==> src/include/ccs_pkg.sv <==
// Package for the common command status model: codes, bit positions, structs
package ccs_pkg;

   // Command codes presented on the command port
   typedef enum logic [3:0] {
      CCS_CMD_RST = 4'h0,
      CCS_CMD_TST = 4'h1,
      CCS_CMD_CLS = 4'h2,
      CCS_CMD_OPC = 4'h3,
      CCS_CMD_OPCQ = 4'h4,
      CCS_CMD_WAI = 4'h5,
      CCS_CMD_ESRQ = 4'h6,
      CCS_CMD_ESE = 4'h7,
      CCS_CMD_ESEQ = 4'h8,
      CCS_CMD_STBQ = 4'h9,
      CCS_CMD_SRE = 4'ha,
      CCS_CMD_SREQ = 4'hb,
      CCS_CMD_PSC = 4'hc,
      CCS_CMD_PSCQ = 4'hd,
      CCS_CMD_OTHER = 4'he
   } ccs_cmd_e;

   // Standard event bit positions
   localparam int CCS_EV_OPC = 0;
   localparam int CCS_EV_QRY = 2;
   localparam int CCS_EV_DEV = 3;
   localparam int CCS_EV_EXE = 4;
   localparam int CCS_EV_CMD = 5;
   localparam int CCS_EV_PON = 7;
   localparam logic [7:0] CCS_EV_USED = 8'hbd;

   // Status byte bit positions
   localparam int CCS_SB_PASS = 0;
   localparam int CCS_SB_FAIL = 1;
   localparam int CCS_SB_ABORT = 2;
   localparam int CCS_SB_PROC = 3;
   localparam int CCS_SB_MAV = 4;
   localparam int CCS_SB_ESB = 5;
   localparam int CCS_SB_RQS = 6;
   localparam int CCS_SB_PROMPT = 7;

   localparam logic [7:0] CCS_BYTE_ZERO = 8'h00;
   localparam logic [7:0] CCS_ASCII_ZERO = 8'h30;
   localparam logic [7:0] CCS_ASCII_ONE = 8'h31;
   localparam logic [7:0] CCS_ASCII_NINE = 8'h39;
   localparam logic [7:0] CCS_DEC_TEN = 8'h0a;
   localparam logic [7:0] CCS_DEC_HUNDRED = 8'h64;
   localparam logic [7:0] CCS_TST_PATTERN = 8'ha5;
   localparam logic [1:0] CCS_DIG_MAX = 2'h2;

   // One command from the parser
   typedef struct packed {
      ccs_cmd_e code;
      logic [7:0] arg;
   } ccs_req_s;

   // One response character
   typedef struct packed {
      logic [7:0] chr;
      logic last;
   } ccs_rsp_s;

   // Application status inputs feeding the status byte and event register
   typedef struct packed {
      logic all_pass;
      logic fail;
      logic abort;
      logic process;
      logic prompt;
      logic msg_avail;
      logic query_err;
      logic device_err;
      logic exec_err;
      logic cmd_err;
   } ccs_app_s;

endpackage

==> src/hw/ccs_status_core.sv <==
// Status core behind the common commands: event, status byte, masks, replies
//
// Behaviour
// RULE1 - Reset command restores power-on state but keeps both enable masks.
// RULE2 - Reset command leaves output queue and power-on clear flag untouched.
// RULE3 - Self-test query tests data memory, answers 0 pass, 1 fail.
// RULE4 - Clear-status zeroes event register and summary, keeps every enable mask.
// RULE5 - After operation-complete command, set event bit 0 once command finishes.
// RULE6 - Operation-complete query answers ASCII 1 after last command finished.
// RULE7 - After wait command, hold off further commands until nothing pending.
// RULE8 - Event query returns event register as decimal sum, up to 255.
// RULE9 - Status bit 5 is OR of event bits selected by event mask.
// RULE10 - Event enable query returns event mask as decimal 0 to 255.
// RULE11 - Status byte query returns status byte as decimal 0 to 255.
// RULE12 - Raise service request when a set status bit is enabled.
// RULE13 - Service request enable query returns mask as decimal 0 to 255.
// RULE14 - Power-on clear flag 1 clears both enable masks at power up.
// RULE15 - Power-on clear flag 0 loads both masks from non-volatile copies.
// RULE16 - Power-on clear query answers the flag value, 0 or 1.
// RULE17 - Event bits: 0 done, 2 query, 3 device, 4 execution, 5 command, 7 power.
// RULE18 - Status bits: pass, fail, abort, process, message, summary, request, prompt.
// RULE19 - Request bit 6 from other status bits masked, bit 6 excluded.
`timescale 1ns/1ps
module ccs_status_core
   import ccs_pkg::*;
#(
   parameter int MEM_DEPTH = 16
)(
   input wire logic i_ref_clk,
   input wire logic i_rst,
   // Command port
   input wire logic i_req_valid,
   input wire ccs_req_s i_req,
   output logic o_req_ready,
   // Response character stream
   output logic o_rsp_valid,
   output ccs_rsp_s o_rsp,
   input wire logic i_rsp_ready,
   // Application side
   input wire ccs_app_s i_app,
   input wire logic i_op_pending,
   input wire logic i_mem_fault,
   // Non-volatile copies
   input wire logic [7:0] i_nv_ese,
   input wire logic [7:0] i_nv_sre,
   input wire logic i_nv_psc,
   output logic o_nv_psc_we,
   output logic o_nv_psc,
   // Status outputs
   output logic o_srq,
   output logic o_rst_cfg,
   output logic [7:0] o_standard_event,
   output logic [7:0] o_standard_event_enable,
   output logic [7:0] o_status_summary_byte,
   output logic [7:0] o_service_request_enable,
   output logic o_psc
);
   initial begin
      if (MEM_DEPTH < 2) begin
         $error("MEM_DEPTH too small");
      end
   end

   typedef enum logic [2:0] {
      CCS_ST_POWERUP = 3'b000,
      CCS_ST_IDLE = 3'b001,
      CCS_ST_WAIT = 3'b010,
      CCS_ST_TEST = 3'b011,
      CCS_ST_OPCQ = 3'b100,
      CCS_ST_SEND = 3'b101
   } ccs_st_e;

   ccs_st_e state;
   logic [7:0] standard_event;
   logic [7:0] standard_event_enable;
   logic [7:0] service_request_enable;
   logic psc;
   logic opc_armed;
   logic [7:0] rsp_value;
   logic rsp_single;
   logic [1:0] dig_idx;
   logic [7:0] status_summary_byte;
   logic esb;
   logic rqs;
   logic take;
   logic mt_start;
   logic mt_busy;
   logic mt_done;
   logic mt_fail;
   logic [7:0] d_hund;
   logic [7:0] d_tens;
   logic [7:0] d_ones;
   logic [1:0] d_ndig;
   logic [1:0] next_dig_idx;
   logic [1:0] dig_start;
   logic [1:0] dig_cur;

   ccs_mem_test #(
      .DEPTH(MEM_DEPTH)
   ) u_mem_test (
      .i_ref_clk(i_ref_clk),
      .i_rst(i_rst),
      .i_start(mt_start),
      .i_fault(i_mem_fault),
      .o_busy(mt_busy),
      .o_done(mt_done),
      .o_fail(mt_fail)
   );

   ccs_dec_fmt u_dec_fmt (
      .i_value(rsp_value),
      .o_hund(d_hund),
      .o_tens(d_tens),
      .o_ones(d_ones),
      .o_ndig(d_ndig)
   );

   // Status byte composition
   assign esb = |(standard_event & standard_event_enable); // RULE9
   always_comb begin
      status_summary_byte = CCS_BYTE_ZERO; // RULE18
      status_summary_byte[CCS_SB_PASS] = i_app.all_pass;
      status_summary_byte[CCS_SB_FAIL] = i_app.fail;
      status_summary_byte[CCS_SB_ABORT] = i_app.abort;
      status_summary_byte[CCS_SB_PROC] = i_app.process;
      status_summary_byte[CCS_SB_MAV] = i_app.msg_avail;
      status_summary_byte[CCS_SB_ESB] = esb;
      status_summary_byte[CCS_SB_PROMPT] = i_app.prompt;
      // Bit 6 is still zero in the byte when the mask is applied, so the request cannot latch itself
      rqs = |(status_summary_byte & service_request_enable); // RULE19 RULE12
      status_summary_byte[CCS_SB_RQS] = rqs; // RULE19
   end

   // Commands accepted only when idle and nothing blocks
   assign o_req_ready = (state == CCS_ST_IDLE);
   assign take = i_req_valid & o_req_ready;
   assign mt_start = take && (i_req.code == CCS_CMD_TST);

   // Command sequencing and response selection
   always_ff @(posedge i_ref_clk) begin
      if (i_rst) begin
         state <= CCS_ST_POWERUP;
         rsp_value <= CCS_BYTE_ZERO;
         rsp_single <= 1'b0;
      end else begin
         unique case (state)
            CCS_ST_POWERUP: state <= CCS_ST_IDLE;
            CCS_ST_IDLE: begin
               if (take) begin
                  rsp_single <= 1'b0;
                  unique case (i_req.code)
                     CCS_CMD_WAI: state <= CCS_ST_WAIT; // RULE7
                     CCS_CMD_TST: state <= CCS_ST_TEST; // RULE3
                     CCS_CMD_OPCQ: state <= CCS_ST_OPCQ; // RULE6
                     CCS_CMD_ESRQ: begin
                        rsp_value <= standard_event; // RULE8
                        state <= CCS_ST_SEND;
                     end
                     CCS_CMD_ESEQ: begin
                        rsp_value <= standard_event_enable; // RULE10
                        state <= CCS_ST_SEND;
                     end
                     CCS_CMD_STBQ: begin
                        rsp_value <= status_summary_byte; // RULE11
                        state <= CCS_ST_SEND;
                     end
                     CCS_CMD_SREQ: begin
                        rsp_value <= service_request_enable; // RULE13
                        state <= CCS_ST_SEND;
                     end
                     CCS_CMD_PSCQ: begin
                        rsp_value <= {7'h00, psc}; // RULE16
                        state <= CCS_ST_SEND;
                     end
                     default: state <= CCS_ST_IDLE;
                  endcase
               end
            end
            CCS_ST_WAIT: begin
               if (!i_op_pending) begin
                  state <= CCS_ST_IDLE; // RULE7
               end
            end
            CCS_ST_TEST: begin
               if (mt_done) begin
                  rsp_value <= {7'h00, mt_fail}; // RULE3
                  state <= CCS_ST_SEND;
               end
            end
            CCS_ST_OPCQ: begin
               if (!i_op_pending) begin
                  rsp_value <= {7'h00, 1'b1}; // RULE6
                  state <= CCS_ST_SEND;
               end
            end
            CCS_ST_SEND: begin
               if (i_rsp_ready && dig_cur == CCS_DIG_MAX) begin
                  state <= CCS_ST_IDLE;
               end
            end
            default: state <= CCS_ST_IDLE;
         endcase
      end
   end

   // Digit walk: skips leading zeros of the reply now held, ends at the ones digit
   // Start follows the held reply, which loads on the same edge that enters sending
   always_comb begin
      dig_start = CCS_DIG_MAX - d_ndig;
      dig_cur = (dig_idx < dig_start) ? dig_start : dig_idx;
      next_dig_idx = dig_idx;
      if (state != CCS_ST_SEND) begin
         next_dig_idx = '0;
      end else if (i_rsp_ready && dig_cur != CCS_DIG_MAX) begin
         next_dig_idx = dig_cur + 2'h1;
      end
   end

   always_ff @(posedge i_ref_clk) begin
      if (i_rst) begin
         dig_idx <= CCS_DIG_MAX;
      end else begin
         dig_idx <= next_dig_idx;
      end
   end

   always_comb begin
      o_rsp.last = (dig_cur == CCS_DIG_MAX);
      unique case (dig_cur)
         2'h0: o_rsp.chr = d_hund;
         2'h1: o_rsp.chr = d_tens;
         default: o_rsp.chr = d_ones;
      endcase
   end
   assign o_rsp_valid = (state == CCS_ST_SEND);

   // Operation-complete arming
   always_ff @(posedge i_ref_clk) begin
      if (i_rst) begin
         opc_armed <= 1'b0;
      end else if (take && i_req.code == CCS_CMD_OPC) begin
         opc_armed <= 1'b1; // RULE5
      end else if (take && (i_req.code == CCS_CMD_CLS || i_req.code == CCS_CMD_RST)) begin
         opc_armed <= 1'b0;
      end else if (opc_armed && !i_op_pending && state == CCS_ST_IDLE) begin
         opc_armed <= 1'b0;
      end
   end

   // Standard event register: hardware sets win over clear-status
   always_ff @(posedge i_ref_clk) begin
      if (i_rst) begin
         standard_event <= CCS_BYTE_ZERO;
      end else if (state == CCS_ST_POWERUP) begin
         standard_event <= CCS_BYTE_ZERO;
         standard_event[CCS_EV_PON] <= 1'b1; // RULE17
      end else begin
         if (take && i_req.code == CCS_CMD_CLS) begin
            standard_event <= CCS_BYTE_ZERO; // RULE4
         end
         if (opc_armed && !i_op_pending && state == CCS_ST_IDLE) begin
            standard_event[CCS_EV_OPC] <= 1'b1; // RULE5
         end
         if (i_app.query_err) begin
            standard_event[CCS_EV_QRY] <= 1'b1; // RULE17
         end
         if (i_app.device_err) begin
            standard_event[CCS_EV_DEV] <= 1'b1; // RULE17
         end
         if (i_app.exec_err) begin
            standard_event[CCS_EV_EXE] <= 1'b1; // RULE17
         end
         if (i_app.cmd_err || (take && i_req.code == CCS_CMD_OTHER)) begin
            standard_event[CCS_EV_CMD] <= 1'b1; // RULE17
         end
      end
   end

   // Power-on clear flag is captured once after reset, reset command ignores it
   always_ff @(posedge i_ref_clk) begin
      if (i_rst) begin
         psc <= 1'b0;
      end else if (state == CCS_ST_POWERUP) begin
         psc <= i_nv_psc;
      end else if (take && i_req.code == CCS_CMD_PSC) begin
         psc <= i_req.arg != CCS_BYTE_ZERO;
      end
   end
   assign o_nv_psc_we = take && (i_req.code == CCS_CMD_PSC);
   assign o_nv_psc = i_req.arg != CCS_BYTE_ZERO;

   // Enable masks: power up per flag; reset command and clear-status keep them
   always_ff @(posedge i_ref_clk) begin
      if (i_rst) begin
         standard_event_enable <= CCS_BYTE_ZERO;
         service_request_enable <= CCS_BYTE_ZERO;
      end else if (state == CCS_ST_POWERUP) begin
         if (i_nv_psc) begin
            standard_event_enable <= CCS_BYTE_ZERO; // RULE14
            service_request_enable <= CCS_BYTE_ZERO; // RULE14
         end else begin
            standard_event_enable <= i_nv_ese; // RULE15
            service_request_enable <= i_nv_sre; // RULE15
         end
      end else if (take && i_req.code == CCS_CMD_ESE) begin
         standard_event_enable <= i_req.arg & CCS_EV_USED;
      end else if (take && i_req.code == CCS_CMD_SRE) begin
         service_request_enable <= i_req.arg;
      end
   end

   // Reset command pulse to the rest of the instrument, queue untouched
   always_ff @(posedge i_ref_clk) begin
      if (i_rst) begin
         o_rst_cfg <= 1'b0;
      end else begin
         o_rst_cfg <= take && (i_req.code == CCS_CMD_RST); // RULE1 RULE2
      end
   end

   always_ff @(posedge i_ref_clk) begin
      if (i_rst) begin
         o_srq <= 1'b0;
         o_status_summary_byte <= CCS_BYTE_ZERO;
      end else begin
         o_srq <= rqs; // RULE12
         o_status_summary_byte <= status_summary_byte;
      end
   end

   assign o_standard_event = standard_event;
   assign o_standard_event_enable = standard_event_enable;
   assign o_service_request_enable = service_request_enable;
   assign o_psc = psc;

   logic unused_busy;
   assign unused_busy = mt_busy;
endmodule

==> src/hw/ccs_dec_fmt.sv <==
// Byte to up-to-three ASCII decimal digits, most significant first
`timescale 1ns/1ps
module ccs_dec_fmt
   import ccs_pkg::*;
(
   input wire logic [7:0] i_value,
   output logic [7:0] o_hund,
   output logic [7:0] o_tens,
   output logic [7:0] o_ones,
   output logic [1:0] o_ndig
);
   logic [7:0] h;
   logic [7:0] rem;
   logic [7:0] t;
   always_comb begin
      h = i_value / CCS_DEC_HUNDRED;
      rem = i_value - h * CCS_DEC_HUNDRED;
      t = rem / CCS_DEC_TEN;
      o_hund = CCS_ASCII_ZERO + h;
      o_tens = CCS_ASCII_ZERO + t;
      o_ones = CCS_ASCII_ZERO + (rem - t * CCS_DEC_TEN);
      if (h != CCS_BYTE_ZERO) begin
         o_ndig = 2'h2;
      end else if (t != CCS_BYTE_ZERO) begin
         o_ndig = 2'h1;
      end else begin
         o_ndig = 2'h0;
      end
   end
endmodule

==> src/hw/ccs_mem_test.sv <==
// Write-read walk over a small data memory, reports pass or fail
`timescale 1ns/1ps
module ccs_mem_test
   import ccs_pkg::*;
#(
   parameter int DEPTH = 16
)(
   input wire logic i_ref_clk,
   input wire logic i_rst,
   input wire logic i_start,
   input wire logic i_fault,
   output logic o_busy,
   output logic o_done,
   output logic o_fail
);
   localparam int AW = $clog2(DEPTH);
   initial begin
      if (DEPTH < 2 || (DEPTH & (DEPTH - 1)) != 0) begin
         $error("DEPTH must be a power of two, at least 2");
      end
   end

   typedef enum logic [1:0] {
      CCS_MT_IDLE = 2'b00,
      CCS_MT_WRITE = 2'b01,
      CCS_MT_READ = 2'b10
   } ccs_mt_e;

   ccs_mt_e state;
   logic [AW-1:0] addr;
   logic [7:0] mem [DEPTH];
   logic [7:0] pat;
   logic err;

   assign pat = CCS_TST_PATTERN ^ {{(8-AW){1'b0}}, addr};

   always_ff @(posedge i_ref_clk) begin
      if (state == CCS_MT_WRITE) begin
         // Injected fault corrupts one bit so failing memory can be modelled
         mem[addr] <= pat ^ {7'h00, i_fault};
      end
   end

   always_ff @(posedge i_ref_clk) begin
      if (i_rst) begin
         state <= CCS_MT_IDLE;
         addr <= '0;
         err <= 1'b0;
         o_done <= 1'b0;
         o_fail <= 1'b0;
      end else begin
         o_done <= 1'b0;
         unique case (state)
            CCS_MT_IDLE: begin
               if (i_start) begin
                  state <= CCS_MT_WRITE;
                  addr <= '0;
                  err <= 1'b0;
               end
            end
            CCS_MT_WRITE: begin
               addr <= addr + 1'b1;
               if (addr == AW'(DEPTH - 1)) begin
                  state <= CCS_MT_READ;
               end
            end
            CCS_MT_READ: begin
               addr <= addr + 1'b1;
               if (addr == AW'(DEPTH - 1)) begin
                  state <= CCS_MT_IDLE;
                  o_done <= 1'b1;
                  o_fail <= err | (mem[addr] != pat);
               end else begin
                  err <= err | (mem[addr] != pat);
               end
            end
            default: state <= CCS_MT_IDLE;
         endcase
      end
   end

   assign o_busy = (state != CCS_MT_IDLE);
endmodule

==> config.mk <==
export PLATFORM = sky130hd
export DESIGN_NAME = ccs_status_core
export DESIGN_NICKNAME = d
export VERILOG_FILES = /design/src/include/ccs_pkg.sv /design/src/hw/ccs_status_core.sv /design/src/hw/ccs_dec_fmt.sv /design/src/hw/ccs_mem_test.sv
export SDC_FILE = /design/constraint.sdc
export NUM_CORES = 1
export LEC_CHECK = 0
export ABC_AREA = 1
export BUFFER_PORTS_ARGS = -buffer_cell sky130_fd_sc_hd__buf_4
export CELL_PAD_IN_SITES_DETAIL_PLACEMENT = 1
export CELL_PAD_IN_SITES_GLOBAL_PLACEMENT = 2
export CORE_AREA = 8 8 173 175
export CTS_CLUSTER_SIZE = 24
export DETAILED_ROUTE_END_ITERATION = 6
export DIE_AREA = 0 0 181 183
export PLACE_DENSITY_LB_ADDON = 0.1
export SYNTH_ARGS = -nofsm -noshare
export SYNTH_HDL_FRONTEND = slang
export SYNTH_SLANG_ARGS = --single-unit
export TNS_END_PERCENT = 20
==> constraint.sdc <==
create_clock -name i_ref_clk -period 7.79 [get_ports i_ref_clk]
set_clock_uncertainty 0.1 [all_clocks]
set_input_delay 1.9475 -clock i_ref_clk [delete_from_list [all_inputs] [get_ports i_ref_clk]]
set_output_delay 1.9475 -clock i_ref_clk [all_outputs]
set_load 0.01 [all_outputs]
== Yosys cells after proc, flatten, opt, wreduce, memory -nomap -nowiden ==
Memory sizes are Yosys's and may differ from the RTL's. A register that Yosys moved wholly into a read port is not among the register bits.
Cells that the tools add are included.

* Register bits: 56
* Bits in writable memories: 128
* Word-level logic and storage cells: 183
* Memories kept: 1

{| class="wikitable"
|+ Memory list
! memory !! depth !! width !! read ports !! clocked after Yosys merged registers in !! wr ports !! line !! RTL
|-
| u_mem_test.mem || 16 || 8 || 1 || 1 || 1 || ccs_mem_test.sv:31 || <nowiki>logic [7:0] mem [DEPTH];</nowiki>
|}

* $add $sub $neg: 8
* Multipliers: 2
* Div/mod/pow operators: 2
* Order comparisons: 1
* Equal/unequal tests: 38
* Multiplexer cells: 51
* Bitwise logic cells: 7
* Reduce and logical (&&, ||, !) cells: 51

{| class="wikitable"
|+ Operators by type and width
! operator !! number
|-
| 8-bit two-way mux || 12
|-
| 8-bit one-hot mux with 5 select lines || 1
|-
| 4-bit equality test, second input constant || 8
|-
| 6-bit by 8-bit adder with 8-bit output, first input constant || 3
|-
| 8-bit one-hot mux with 3 select lines || 1
|-
| 2-bit nonzero test || 12
|-
| 8-bit nonzero test || 3
|-
| 8-bit AND || 2
|-
| 4-bit by 3-bit equality test with 1-bit output, second input constant || 4
|-
| 1-bit two-way mux || 16
|-
| 8-bit one-hot mux with 2 select lines || 1
|-
| 8-bit OR reduction || 2
|-
| 8-bit subtractor || 2
|-
| 3-bit two-way mux || 5
|-
| 3-bit one-hot mux with 5 select lines || 1
|-
| 2-bit two-way mux || 7
|-
| 2-bit inequality test, second input constant || 7
|-
| 1-bit logical AND || 13
|-
| 4-bit two-way mux || 3
|-
| 3-bit one-hot mux with 4 select lines || 1
|-
| 5-bit AND reduction || 2
|-
| 8-bit by 4-bit divider with 8-bit output, second input constant || 1
|-
| 8-bit by 7-bit divider with 8-bit output, second input constant || 1
|-
| 4-bit by 2-bit equality test with 1-bit output, second input constant || 2
|-
| other kinds (34) || 50
|}

== Longest topological paths before layout ==
Gate-level depths: netlist (run 1).

* Word-level depth: 14
* Mapped depth: 43
* Gate-level depth less buffers: 43

== Modules after synthesis ==
From an unflattened synthesis (run 1), not the netlist that was laid out.

* Cell total of the unflattened synthesis: 963
* Area, all modules: 7367.1 µm²

{| class="wikitable"
|+ By module, submodules not included
! module !! times used !! cells an instance !! area each (µm²) !! sequential area each (µm²)
|-
| ccs_mem_test || 1 || 355 || 3432.0 || 2182.1
|-
| ccs_status_core || 1 || 409 || 2638.8 || 920.9
|-
| ccs_dec_fmt || 1 || 199 || 1296.2 || 0.0
|}

== Worst setup path before layout (run 1) ==
Ideal clock, no wire load.

* Path kind: reg2out
* From: reg rsp_value[4]
* To: out o_rsp[8] (netlist bit)
* Arrival time: 5.295 ns
* Data required time: 5.742 ns
* Path slack: 0.447 ns
* Cell stages (with the launch flop): 44
* Cells stage by stage: dfxtp_1 -> inv_2 -> nand3_1 -> nand3_1 -> nand2_1 -> o311ai_0 -> a21oi_1 -> inv_1 -> ha_1 -> ha_1 -> nand2_1 -> nand2_1 -> nor2_2 -> nand2_1 -> nand2_1 -> nand2_2 -> nand3_2 -> nand3_1 -> [8 not listed] -> nand2_2 -> nand2_4 -> nand2_1 -> nand2_1 -> nand3_1 -> ha_1 -> ha_1 -> inv_1 -> fa_1 -> inv_1 -> ha_1 -> inv_1 -> ha_1 -> nand2_1 -> nand2_1 -> a21oi_1 -> xor2_1 -> nor2_1

{| class="wikitable"
|+ RTL lines
! item !! line !! RTL
|-
| from (decl) || ccs_status_core.sv:79 || <nowiki>logic [7:0] rsp_value;</nowiki>
|-
| from (signal assigned) || ccs_status_core.sv:156 || <nowiki>rsp_value <= standard_event;</nowiki>
|-
| from (signal assigned) || ccs_status_core.sv:160 || <nowiki>rsp_value <= standard_event_enable;</nowiki>
|-
| from (signal assigned) || ccs_status_core.sv:164 || <nowiki>rsp_value <= status_summary_byte;</nowiki>
|-
| to (decl) || ccs_status_core.sv:37 || <nowiki>output ccs_rsp_s o_rsp,</nowiki>
|}

==> results.ini, run 1 <==
[final_layout]
fin_nets=970
fill_cells=3169
drive_gt1_share_pct=26.3
fin_cells=1244
n_antenna_cell=0
layout_common_cells=123 x inv_1, 119 x buf_4, 73 x nand2_1
layout_commonest_cell=inv_1
syn_to_final_growth_pct=34.1

[setup_path]
max_stage_delay_ps=400
cp-startpoint=rsp_value[4]$_SDFFE_PP0P_
cp_max_fo=6
crit_arrival_ps=5680
ff2ff_path_depth=30
cp-start-kind=register
r2r_start=rsp_value[4]$_SDFFE_PP0P_
worstSetupPathType=reg2out
critPathRequiredTime_ps=5740
crit_path_end_kind=primary output
cp_slowest_cell=xnor2_1
critPathBufInv=6
cp.depth=31
crit_top_cell=nand2_4
cp_top_family=adder cells

[clock_network]
cts_made_buffers=17
clock_sinks=123
cts_root_buf=clkbuf_16
cts-htree-levels=4
cts_tree=yes
clock_latency_ps=430
path_clk_slew_ps=60
clockBufferDepth=2

[grt]
grt_pass1_vias=6492
grt_use_total_pct=13.8
overflow=0
grt_pass1_wl_um=35600
antenna_found_initial=0
grt_max_degree=49

[timing]
worst_slew_pin_slew_ps=1100
hold_viol=0
clock.fmax_ghz=0.129
max-slew-margin-rel_pct=26.2
final_max_slew_viol_count=0
period_share_pct=99.2
period_needed_ps=7730
setup-violations-final=0
rsz0062_at_grt=yes

[synth]
async_flop_share_pct=0
yosysWarningCount=0
synth_top_area_cell=edfxtp_1
synth_area_per_cell_um2=8.71
synth.distinct_cells=47
syn_inst=768
yosysSeqAreaShare_pct=46.4
synth-seq-cells=123
synth_top_area_share_pct=28.7
synth_edf_count=64
netlist_top_cells_area=edfxtp_1 29%, dfxtp_1 18%, inv_1 7.3%, ha_1 6.9%, nand2_1 5.0%
synth_top_flop_cell=edfxtp_1
synth_area_um2=6690

[die]
num_io_pins=93
row_count=61
die_w_um=181
core_um2=27300
initial_core_util_pct=24.5
die_height_um=183
die_area_um2=33100

[run]
cap_violations=0

[hold_path]
min-delay-start=u_mem_test.err$_SDFFE_PP0P_
hold-path-cell-count=2
hp-class=reg2reg

[routing]
dr.pass1.iters=4
first_iter_violations=223
viasPerCell=4.61
drc=0
wl_per_cell_um=18.0
vias=5737
finalWirelength_um=22400
ant_nets=0

[power_and_ir_drop]
power.total_mw=3.90
irDropWorstVdd_mv=0.226
powerDensity_nw_per_um2=435
p_leak_nw=3.68

[placed_design]
gp_congestion=0.803
hpwl_um=16900
dpl.cell_count=1191
io_buffer_count=90

[status]
outcome=finished clean

-- registers in the layout (all words and copies together), names as in the netlist, named ones only --
signal,cells
o_standard_event_enable,8
opc_armed,1
o_psc,1
u_mem_test.mem,64
u_mem_test.err,1
o_standard_event,6
o_rst_cfg,1
o_service_request_enable,8
u_mem_test.state,2
u_mem_test.addr,4
rsp_value,8
u_mem_test.o_done,1
state,3
u_mem_test.o_fail,1
dig_idx,2
o_status_summary_byte,8
-- synth_stat cells, types with 2 or more instances --
cell       count
fa_1           3
nor2_2         3
dfxtp_1       59
o2111ai_1      5
nor3_1        11
nand3_2        2
inv_2          3
o211ai_1      17
a21oi_1       54
a211oi_1      16
nor2_1        74
ha_1          37
mux2i_1       16
nand3_1       23
nand2_1       90
inv_1        130
o221ai_1       4
edfxtp_1      64
nor4_1         4
buf_4          3
a221oi_1      15
a41oi_1        2
clkinv_1       3
a21o_1         2
nand4_1        6
clkbuf_1      17
o21ai_0       54
nand2_2       11
a31oi_1        3
xnor2_1        5
xor2_1         5
buf_1          2
o22ai_1        9
nand2_4        3
-- worst min-delay path: cells and delay by family, from the launching register on --
family,cells,cell delay (ps)
flip-flops,1,320
AO/OA/AOI/OAI,2,130
-- logic make-up after synthesis --
family	share of synthesized area, %
fa+ha+maj	7.82
simple gates	15.0
compound gates	17.8
mux	2.39
other cells	0.0560
buf+inv	9.03
flops	46.4
xor+xnor	1.55
-- through the flow --
step	setup TNS [ps]	area, µm²	hold slack [ps]	utilization, %	setup slack (ps)
after floorplan	0	6700	354	-	447
final	0	8970	396	32.8	60.8
after global placement	0	7780	392	28.5	156
after CTS	0	8710	400	31.9	2.56
after global routing	-976	8970	423	32.8	-259
after detailed placement	-326	7780	391	28.5	-184
-- area by class of cell --
type	count	area [µm²]	share of cell area [%]
Multi-Input combinational cell	488	3420	38.1
Sequential cell	123	3110	34.7
Timing Repair Buffer	119	893	9.95
Inverter	136	513	5.72
Tap cell	346	433	4.82
Clock buffer	17	425	4.74
Clock inverter	15	178	1.98
-- timing repair --
action / in CTS / in global routing
resized for setup: 49 / 47
pin swaps: 20 / 33
hold buffers: 0 / 0
endpoints found under the setup margin: 8 / 9
setup buffers: 10 / 11
-- worst paths after layout --
path | endpoint | slack (ps)
hold / removal | u_mem_test.err$_SDFFE_PP0P_ | 400
hold reg to reg | u_mem_test.err$_SDFFE_PP0P_ | 400
setup reg to reg | state[0]$_SDFFE_PP0P_ | 2110
setup / recovery | o_rsp[8] | 60
-- power by group --
group,internal (mW),switching [mW]
combinational,1.02,1.30
sequential,0.729,0.0352
clock,0.484,0.330
-- per-layer routing --
layer | global-route usage [%] | part of all wire, % | up-vias
li1 | - | - | 2869
met1 | 15.1 | 42 | 2783
met2 | 26.4 | 54 | 63
met3 | 2.71 | 2.2 | 22
met4 | 4.30 | 1.5 | 0
met5 | 0 | 0 | -
Power figures use the tool's default switching activity.
==> run 2: changes to the inputs <==
Settings changed: CORE_AREA 8 8 173 175 to 8 8 148 150, DIE_AREA 0 0 181 183 to 0 0 156 158, PLACE_DENSITY_LB_ADDON 0.1 to 0.2.
==> run 2 against run 1 <==
Critical endpoint unchanged. Non-clock buffer count increased by 2. Global-route usage grew 4.3 points. Highest routed layer unchanged. Clock power is 7.5% higher. Critical path depth up 10. Register-to-register slack gained 120 ps. Sequential share of layout area up 0.34 points. Largest power group unchanged. Fmax increased by 0.50%. Hold slack got worse by 4.2 ps.
==> results.ini, run 2 (same netlist as run 1, synthesis figures left out) <==
[status]
outcome=finished clean  ; unchanged

[timing]
setup_tns_ps=0  ; unchanged
rsz0062_at_grt=yes  ; unchanged
max-slew-margin-rel_pct=24.2  ; was 26.2%
worst_slew_pin_slew_ps=1130  ; was 1100 ps
final_max_slew_viol_count=0  ; unchanged
hold_viol=0  ; unchanged
period_share_pct=98.7  ; was 99.2%
period_needed_ps=7690  ; was 7730 ps
clock.fmax_ghz=0.130  ; was 0.129 GHz
setup-violations-final=0  ; unchanged
worst_hold_slack_ps=392  ; was 396 ps
worst_slack_ps=99.6  ; was 60.8 ps

[power_and_ir_drop]
powerDensity_nw_per_um2=430  ; was 435 nW/µm²
irDropWorstVdd_mv=0.225  ; was 0.226 mV
power.total_mw=3.83  ; was 3.90 mW
p_leak_nw=3.71  ; was 3.68 nW

[final_layout]
layout_commonest_cell=inv_1  ; unchanged
largest_register_ffs=64  ; unchanged
seqCellArea_um2=3120  ; was 3110 µm²
final_cell_area_um2=8900  ; was 8970 µm²
fin_nets=972  ; was 970
multi_input_comb_area_um2=3370  ; was 3420 µm²
layout_common_cells=123 x inv_1, 119 x buf_4, 73 x nand2_1  ; unchanged
n_antenna_cell=0  ; unchanged
fill_cells=2280  ; was 3169
drive_gt1_share_pct=26.0  ; was 26.3%
fin_cells=1170  ; was 1244
largest-register=u_mem_test.mem  ; unchanged
syn_to_final_growth_pct=33.1  ; was 34.1%
fin_util_pct=45.2  ; was 32.8%

[clock_network]
path_clk_slew_ps=60  ; about the same
cts_made_buffers=17  ; unchanged
cts_tree=yes  ; unchanged
cts-hold-fix-buffers=0  ; unchanged
clockBufferDepth=2  ; unchanged
cts-htree-levels=4  ; unchanged
clock_sinks=123  ; unchanged
clock_latency_ps=430  ; about the same
cts_root_buf=clkbuf_16  ; unchanged

[setup_path]
cp_top_family=adder cells  ; unchanged
r2r-end=state[2]$_SDFFE_PP0P_  ; was state[0]$_SDFFE_PP0P_
crit_arrival_ps=5640  ; was 5680 ps
regToRegSetupSlack_ps=2230  ; was 2110 ps
max_stage_delay_ps=400  ; about the same
endpoint=o_rsp[8]  ; unchanged
cp_max_fo=5  ; was 6
r2r_start=rsp_value[3]$_SDFFE_PP0P_  ; was rsp_value[4]$_SDFFE_PP0P_
cp-startpoint=rsp_value[3]$_SDFFE_PP0P_  ; was rsp_value[4]$_SDFFE_PP0P_
cp_slowest_cell=fa_2  ; was xnor2_1
critPathBufInv=9  ; was 6
critPathRequiredTime_ps=5740  ; about the same
cp.depth=41  ; was 31
worstSetupPathType=reg2out  ; unchanged
ff2ff_path_depth=41  ; was 30
cp-start-kind=register  ; unchanged
crit_path_end_kind=primary output  ; unchanged

[grt]
grt_pass1_wl_um=34600  ; was 35600 µm
overflow=0  ; unchanged
grt_pass1_vias=6555  ; was 6492
grt_max_degree=49  ; unchanged
grt_use_total_pct=18.1  ; was 13.8%
antenna_found_initial=0  ; unchanged

[placed_design]
placed_area_um2=7670  ; was 7780 µm²
dpl.cell_count=1114  ; was 1191
io_buffer_count=90  ; unchanged
gp_congestion=0.837  ; was 0.803
hpwl_um=16300  ; was 16900 µm
post-place-ws_ps=-302  ; was -184 ps

[routing]
vias=5910  ; was 5737
viasPerCell=5.05  ; was 4.61
finalWirelength_um=21900  ; was 22400 µm
wl_per_cell_um=18.7  ; was 18.0 µm
ant_nets=0  ; unchanged
dr.pass1.iters=4  ; unchanged
drc=0  ; unchanged
first_iter_violations=203  ; was 223

[die]
die_height_um=158  ; was 183 µm
die_w_um=156  ; was 181 µm
initial_core_util_pct=33.9  ; was 24.5%
die_area_um2=24600  ; was 33100 µm²
core_um2=19700  ; was 27300 µm²
num_io_pins=93  ; unchanged
row_count=52  ; was 61

[run]
cap_violations=0  ; unchanged

[hold_path]
hp-class=reg2reg  ; unchanged

-- run 2: cell count changes in the layout (fill, tap and decap cells not counted), moves of 3 or more --
cell / change
bufinv_16: +3
ha_1: +5
o21ai_1: -3
ha_4: -4
nand2_8: -3
inv_8: -4
-- run 2: worst min path at each step --
stage	start	slack, ps	depth (start not counted)	endpoint
4_1_cts	o_standard_event[0]$_SDFFE_PP0P_	400	2	o_standard_event[0]$_SDFFE_PP0P_
5_1_grt	o_standard_event[0]$_SDFFE_PP0P_	420	2	o_standard_event[0]$_SDFFE_PP0P_
2_1_floorplan	u_mem_test.err$_SDFFE_PP0P_	350	2	u_mem_test.err$_SDFFE_PP0P_
3_3_place_gp	o_standard_event[0]$_SDFFE_PP0P_	380	2	o_standard_event[0]$_SDFFE_PP0P_
3_5_place_dp	o_standard_event_enable[1]$_SDFFE_PP0P_	390	2	o_standard_event_enable[1]$_SDFFE_PP0P_
6_report	o_standard_event[0]$_SDFFE_PP0P_	390	2	o_standard_event[0]$_SDFFE_PP0P_
-- run 2: per-layer routing --
layer	vias to the layer above	wire length [µm]	share of wire, %	track usage (%)
met4	0	425	1.9	5.73
met1	2872	9080	41	19.8
met5	-	0	0	0
li1	2876	-	-	-
met2	128	11600	53	33.8
met3	34	816	3.7	4.31
-- run 2: final cells by class --
| cell class | instances | share of cell area [%] |
|---|---|---|
| Clock buffer | 19 | 4.86 |
| Clock inverter | 13 | 2.40 |
| Multi-Input combinational cell | 488 | 37.9 |
| Tap cell | 270 | 3.79 |
| Timing Repair Buffer | 121 | 10.3 |
| Inverter | 136 | 5.76 |
| Sequential cell | 123 | 35.0 |
-- run 2: worst reg2reg max path, delay by kind of cell (launching register included) --
kind | cells | cell delay (ps)
adders and majority gates | 4 | 1070
AOI/OAI and AO/OA | 6 | 1130
and+or+nand+nor | 21 | 1790
DFF | 1 | 340
buffers and inverters | 10 | 1010
-- run 2: report_power, final --
part / internal [mW] / switching (mW)
combinational: 0.953 / 1.24
clock: 0.571 / 0.304
sequential: 0.729 / 0.0348
total: 2.25 / 1.58
-- run 2: repair_timing --
item,CTS,global route
setup endpoints to repair,8,9
pin swaps,28,34
buffers inserted,18,6
gates resized for setup,53,45
==> run 3: changes to the inputs <==
Settings changed: CELL_PAD_IN_SITES_DETAIL_PLACEMENT 1 to not set, CELL_PAD_IN_SITES_GLOBAL_PLACEMENT 2 to not set, CORE_AREA 8 8 148 150 to 2 2 170 172, DIE_AREA 0 0 156 158 to 0 0 172 174.
==> run 3 against run 2 <==
Die area increased by 21%. Cell count increased by 8.8%. Fmax increased by 0.33%. Combinational power decreased by 7%. First-iteration DRC count increased by 6.9%. Sequential share of layout area increased by 0.54 points. Via count decreased by 4.2%. Register-to-register slack got worse by 90 ps. Global-route usage decreased by 4.8 points. Hold slack improved by 3.9 ps. Clock power decreased by 18%.
==> results.ini, run 3 (same netlist as run 1, synthesis figures left out) <==
[status]
outcome=finished clean  ; unchanged

[final_layout]
fin_nets=961  ; was 972
largest_register_ffs=64  ; unchanged
fin_util_pct=31.0  ; was 45.2%
layout_common_cells=125 x inv_1, 109 x buf_4, 77 x nand2_1  ; was 123 x inv_1, 119 x buf_4, 73 x nand2_1
drive_gt1_share_pct=24.2  ; was 26.0%
fill_cells=3031  ; was 2280
layout_commonest_cell=inv_1  ; unchanged
syn_to_final_growth_pct=30.8  ; was 33.1%
n_antenna_cell=0  ; unchanged
largest-register=u_mem_test.mem  ; unchanged
final_cell_area_um2=8750  ; was 8900 µm²

[die]
initial_core_util_pct=23.7  ; was 33.9%
die_w_um=172  ; was 156 µm
die_height_um=174  ; was 158 µm
die_area_um2=29900  ; was 24600 µm²
core_um2=28200  ; was 19700 µm²
row_count=62  ; was 52
num_io_pins=93  ; unchanged

[placed_design]
gp_congestion=0.809  ; was 0.837
hpwl_um=14400  ; was 16300 µm
placed_area_um2=7810  ; was 7670 µm²
io_buffer_count=90  ; unchanged

[routing]
wl_met1_um=8550  ; was 9080 µm
ant_nets=0  ; unchanged
wl_met3_um=787  ; was 816 µm
finalWirelength_um=19400  ; was 21900 µm
drc=0  ; unchanged
dr.pass1.iters=4  ; unchanged
vias=5659  ; was 5910
wl_met2_um=9770  ; was 11600 µm
first_iter_violations=217  ; was 203
highest_layer=met4  ; unchanged
wl_per_cell_um=15.3  ; was 18.7 µm
viasPerCell=4.45  ; was 5.05

[timing]
max-slew-margin-rel_pct=32.0  ; was 24.2%
rsz0062_at_grt=yes  ; unchanged
setup-violations-final=0  ; unchanged
period_needed_ps=7660  ; was 7690 ps
period_share_pct=98.4  ; was 98.7%
hold_viol=0  ; unchanged
clock.fmax_ghz=0.130  ; about the same
worst_slew_pin_slew_ps=1020  ; was 1130 ps
final_max_slew_viol_count=0  ; unchanged

[hold_path]
hp-class=reg2reg  ; unchanged

[grt]
grt_pass1_vias=5787  ; was 6555
grt_pass1_wl_um=30800  ; was 34600 µm
grt_max_degree=49  ; unchanged
grt_use_total_pct=13.3  ; was 18.1%
antenna_found_initial=0  ; unchanged
overflow=0  ; unchanged

[setup_path]
max_stage_delay_ps=510  ; was 400 ps
worstSetupPathType=reg2out  ; unchanged
crit_arrival_ps=5620  ; was 5640 ps
critPathRequiredTime_ps=5740  ; about the same
crit_top_cell=nand2_2
cp_top_family=simple AND/OR/NAND/NOR gates  ; was adder cells
cp_slowest_cell=fa_1  ; was fa_2
cp_max_fo=6  ; was 5
crit_path_end_kind=primary output  ; unchanged
critPathBufInv=7  ; was 9
cp-start-kind=register  ; unchanged

[power_and_ir_drop]
power.total_mw=3.54  ; was 3.83 mW
irDropWorstVdd_mv=0.261  ; was 0.225 mV
powerDensity_nw_per_um2=405  ; was 430 nW/µm²
p_leak_nw=3.57  ; was 3.71 nW

[run]
cap_violations=0  ; unchanged

[clock_network]
cts-hold-fix-buffers=0  ; unchanged
cts-htree-levels=4  ; unchanged
clockBufferDepth=2  ; unchanged
clock_latency_ps=420  ; was 430 ps
clock_sinks=123  ; unchanged
cts_tree=yes  ; unchanged
path_clk_slew_ps=60  ; about the same
cts_root_buf=clkbuf_16  ; unchanged
cts_made_buffers=17  ; unchanged

## run 3: cell count changes in the layout (fill, tap and decap cells not counted), sizes merged
cell      before  now
buf          121  110
bufinv         5    0
clkbuf        19   17
clkinv         7   10
clkinvlp       1    4
inv          136  137
## run 3: final cells by class
class,instances,area [µm²],share of cell area (%)
Multi-Input combinational cell,488,3280,37.4
Sequential cell,123,3110,35.5
Timing Repair Buffer,110,830,9.48
Inverter,136,510,5.83
Tap cell,384,480,5.49
Clock buffer,17,425,4.86
Clock inverter,15,119,1.36
## run 3: path summary, 6_finish.rpt
kind / startpoint / endpoint / slack, ps / cells after the start
max: rsp_value[4]$_SDFFE_PP0P_ / o_rsp[8] / 130 / 43
min: opc_armed$_SDFFE_PP0P_ / opc_armed$_SDFFE_PP0P_ / 400 / 2
max reg2reg: rsp_value[4]$_SDFFE_PP0P_ / state[2]$_SDFFE_PP0P_ / 2140 / 43
min reg2reg: opc_armed$_SDFFE_PP0P_ / opc_armed$_SDFFE_PP0P_ / 400 / 2
## run 3: repair_timing
item	in CTS	in global routing
endpoints found under the hold margin	0	0
resized for setup	26	43
buffers inserted	8	5
pin swaps	17	25
endpoints found under the setup margin	3	8
## run 3: metal layers
layer  vias up  track usage [%]
met5         -                0
met4         0             3.75
met3        22             3.32
met2       126             23.1
met1      2657             16.2
li1       2854                -
## run 3: tightest hold or removal path, stage by stage, from the launching register on
cell	delay, ps
dfxtp_1	310
nand4_1	80
a21oi_1	60
## run 3: stage by stage
stage,std cells,hold slack [ps],setup TNS (ps),worst slack [ps]
finish,1273,396,0,125
global route,1273,430,-1650,-308
CTS,1268,398,0,10.8
detailed placement,1228,386,0,84.5
global placement,1228,383,0,154
floorplan,769,354,0,447
## run 3: where the power goes
group | leakage [nW] | total (mW) | switching, mW | internal (mW)
combinational | 2.20 | 2.04 | 1.12 | 0.919
clock | 0.257 | 0.721 | 0.310 | 0.411
sequential | 1.11 | 0.787 | 0.0576 | 0.729
total | 3.57 | 3.54 | 1.49 | 2.06
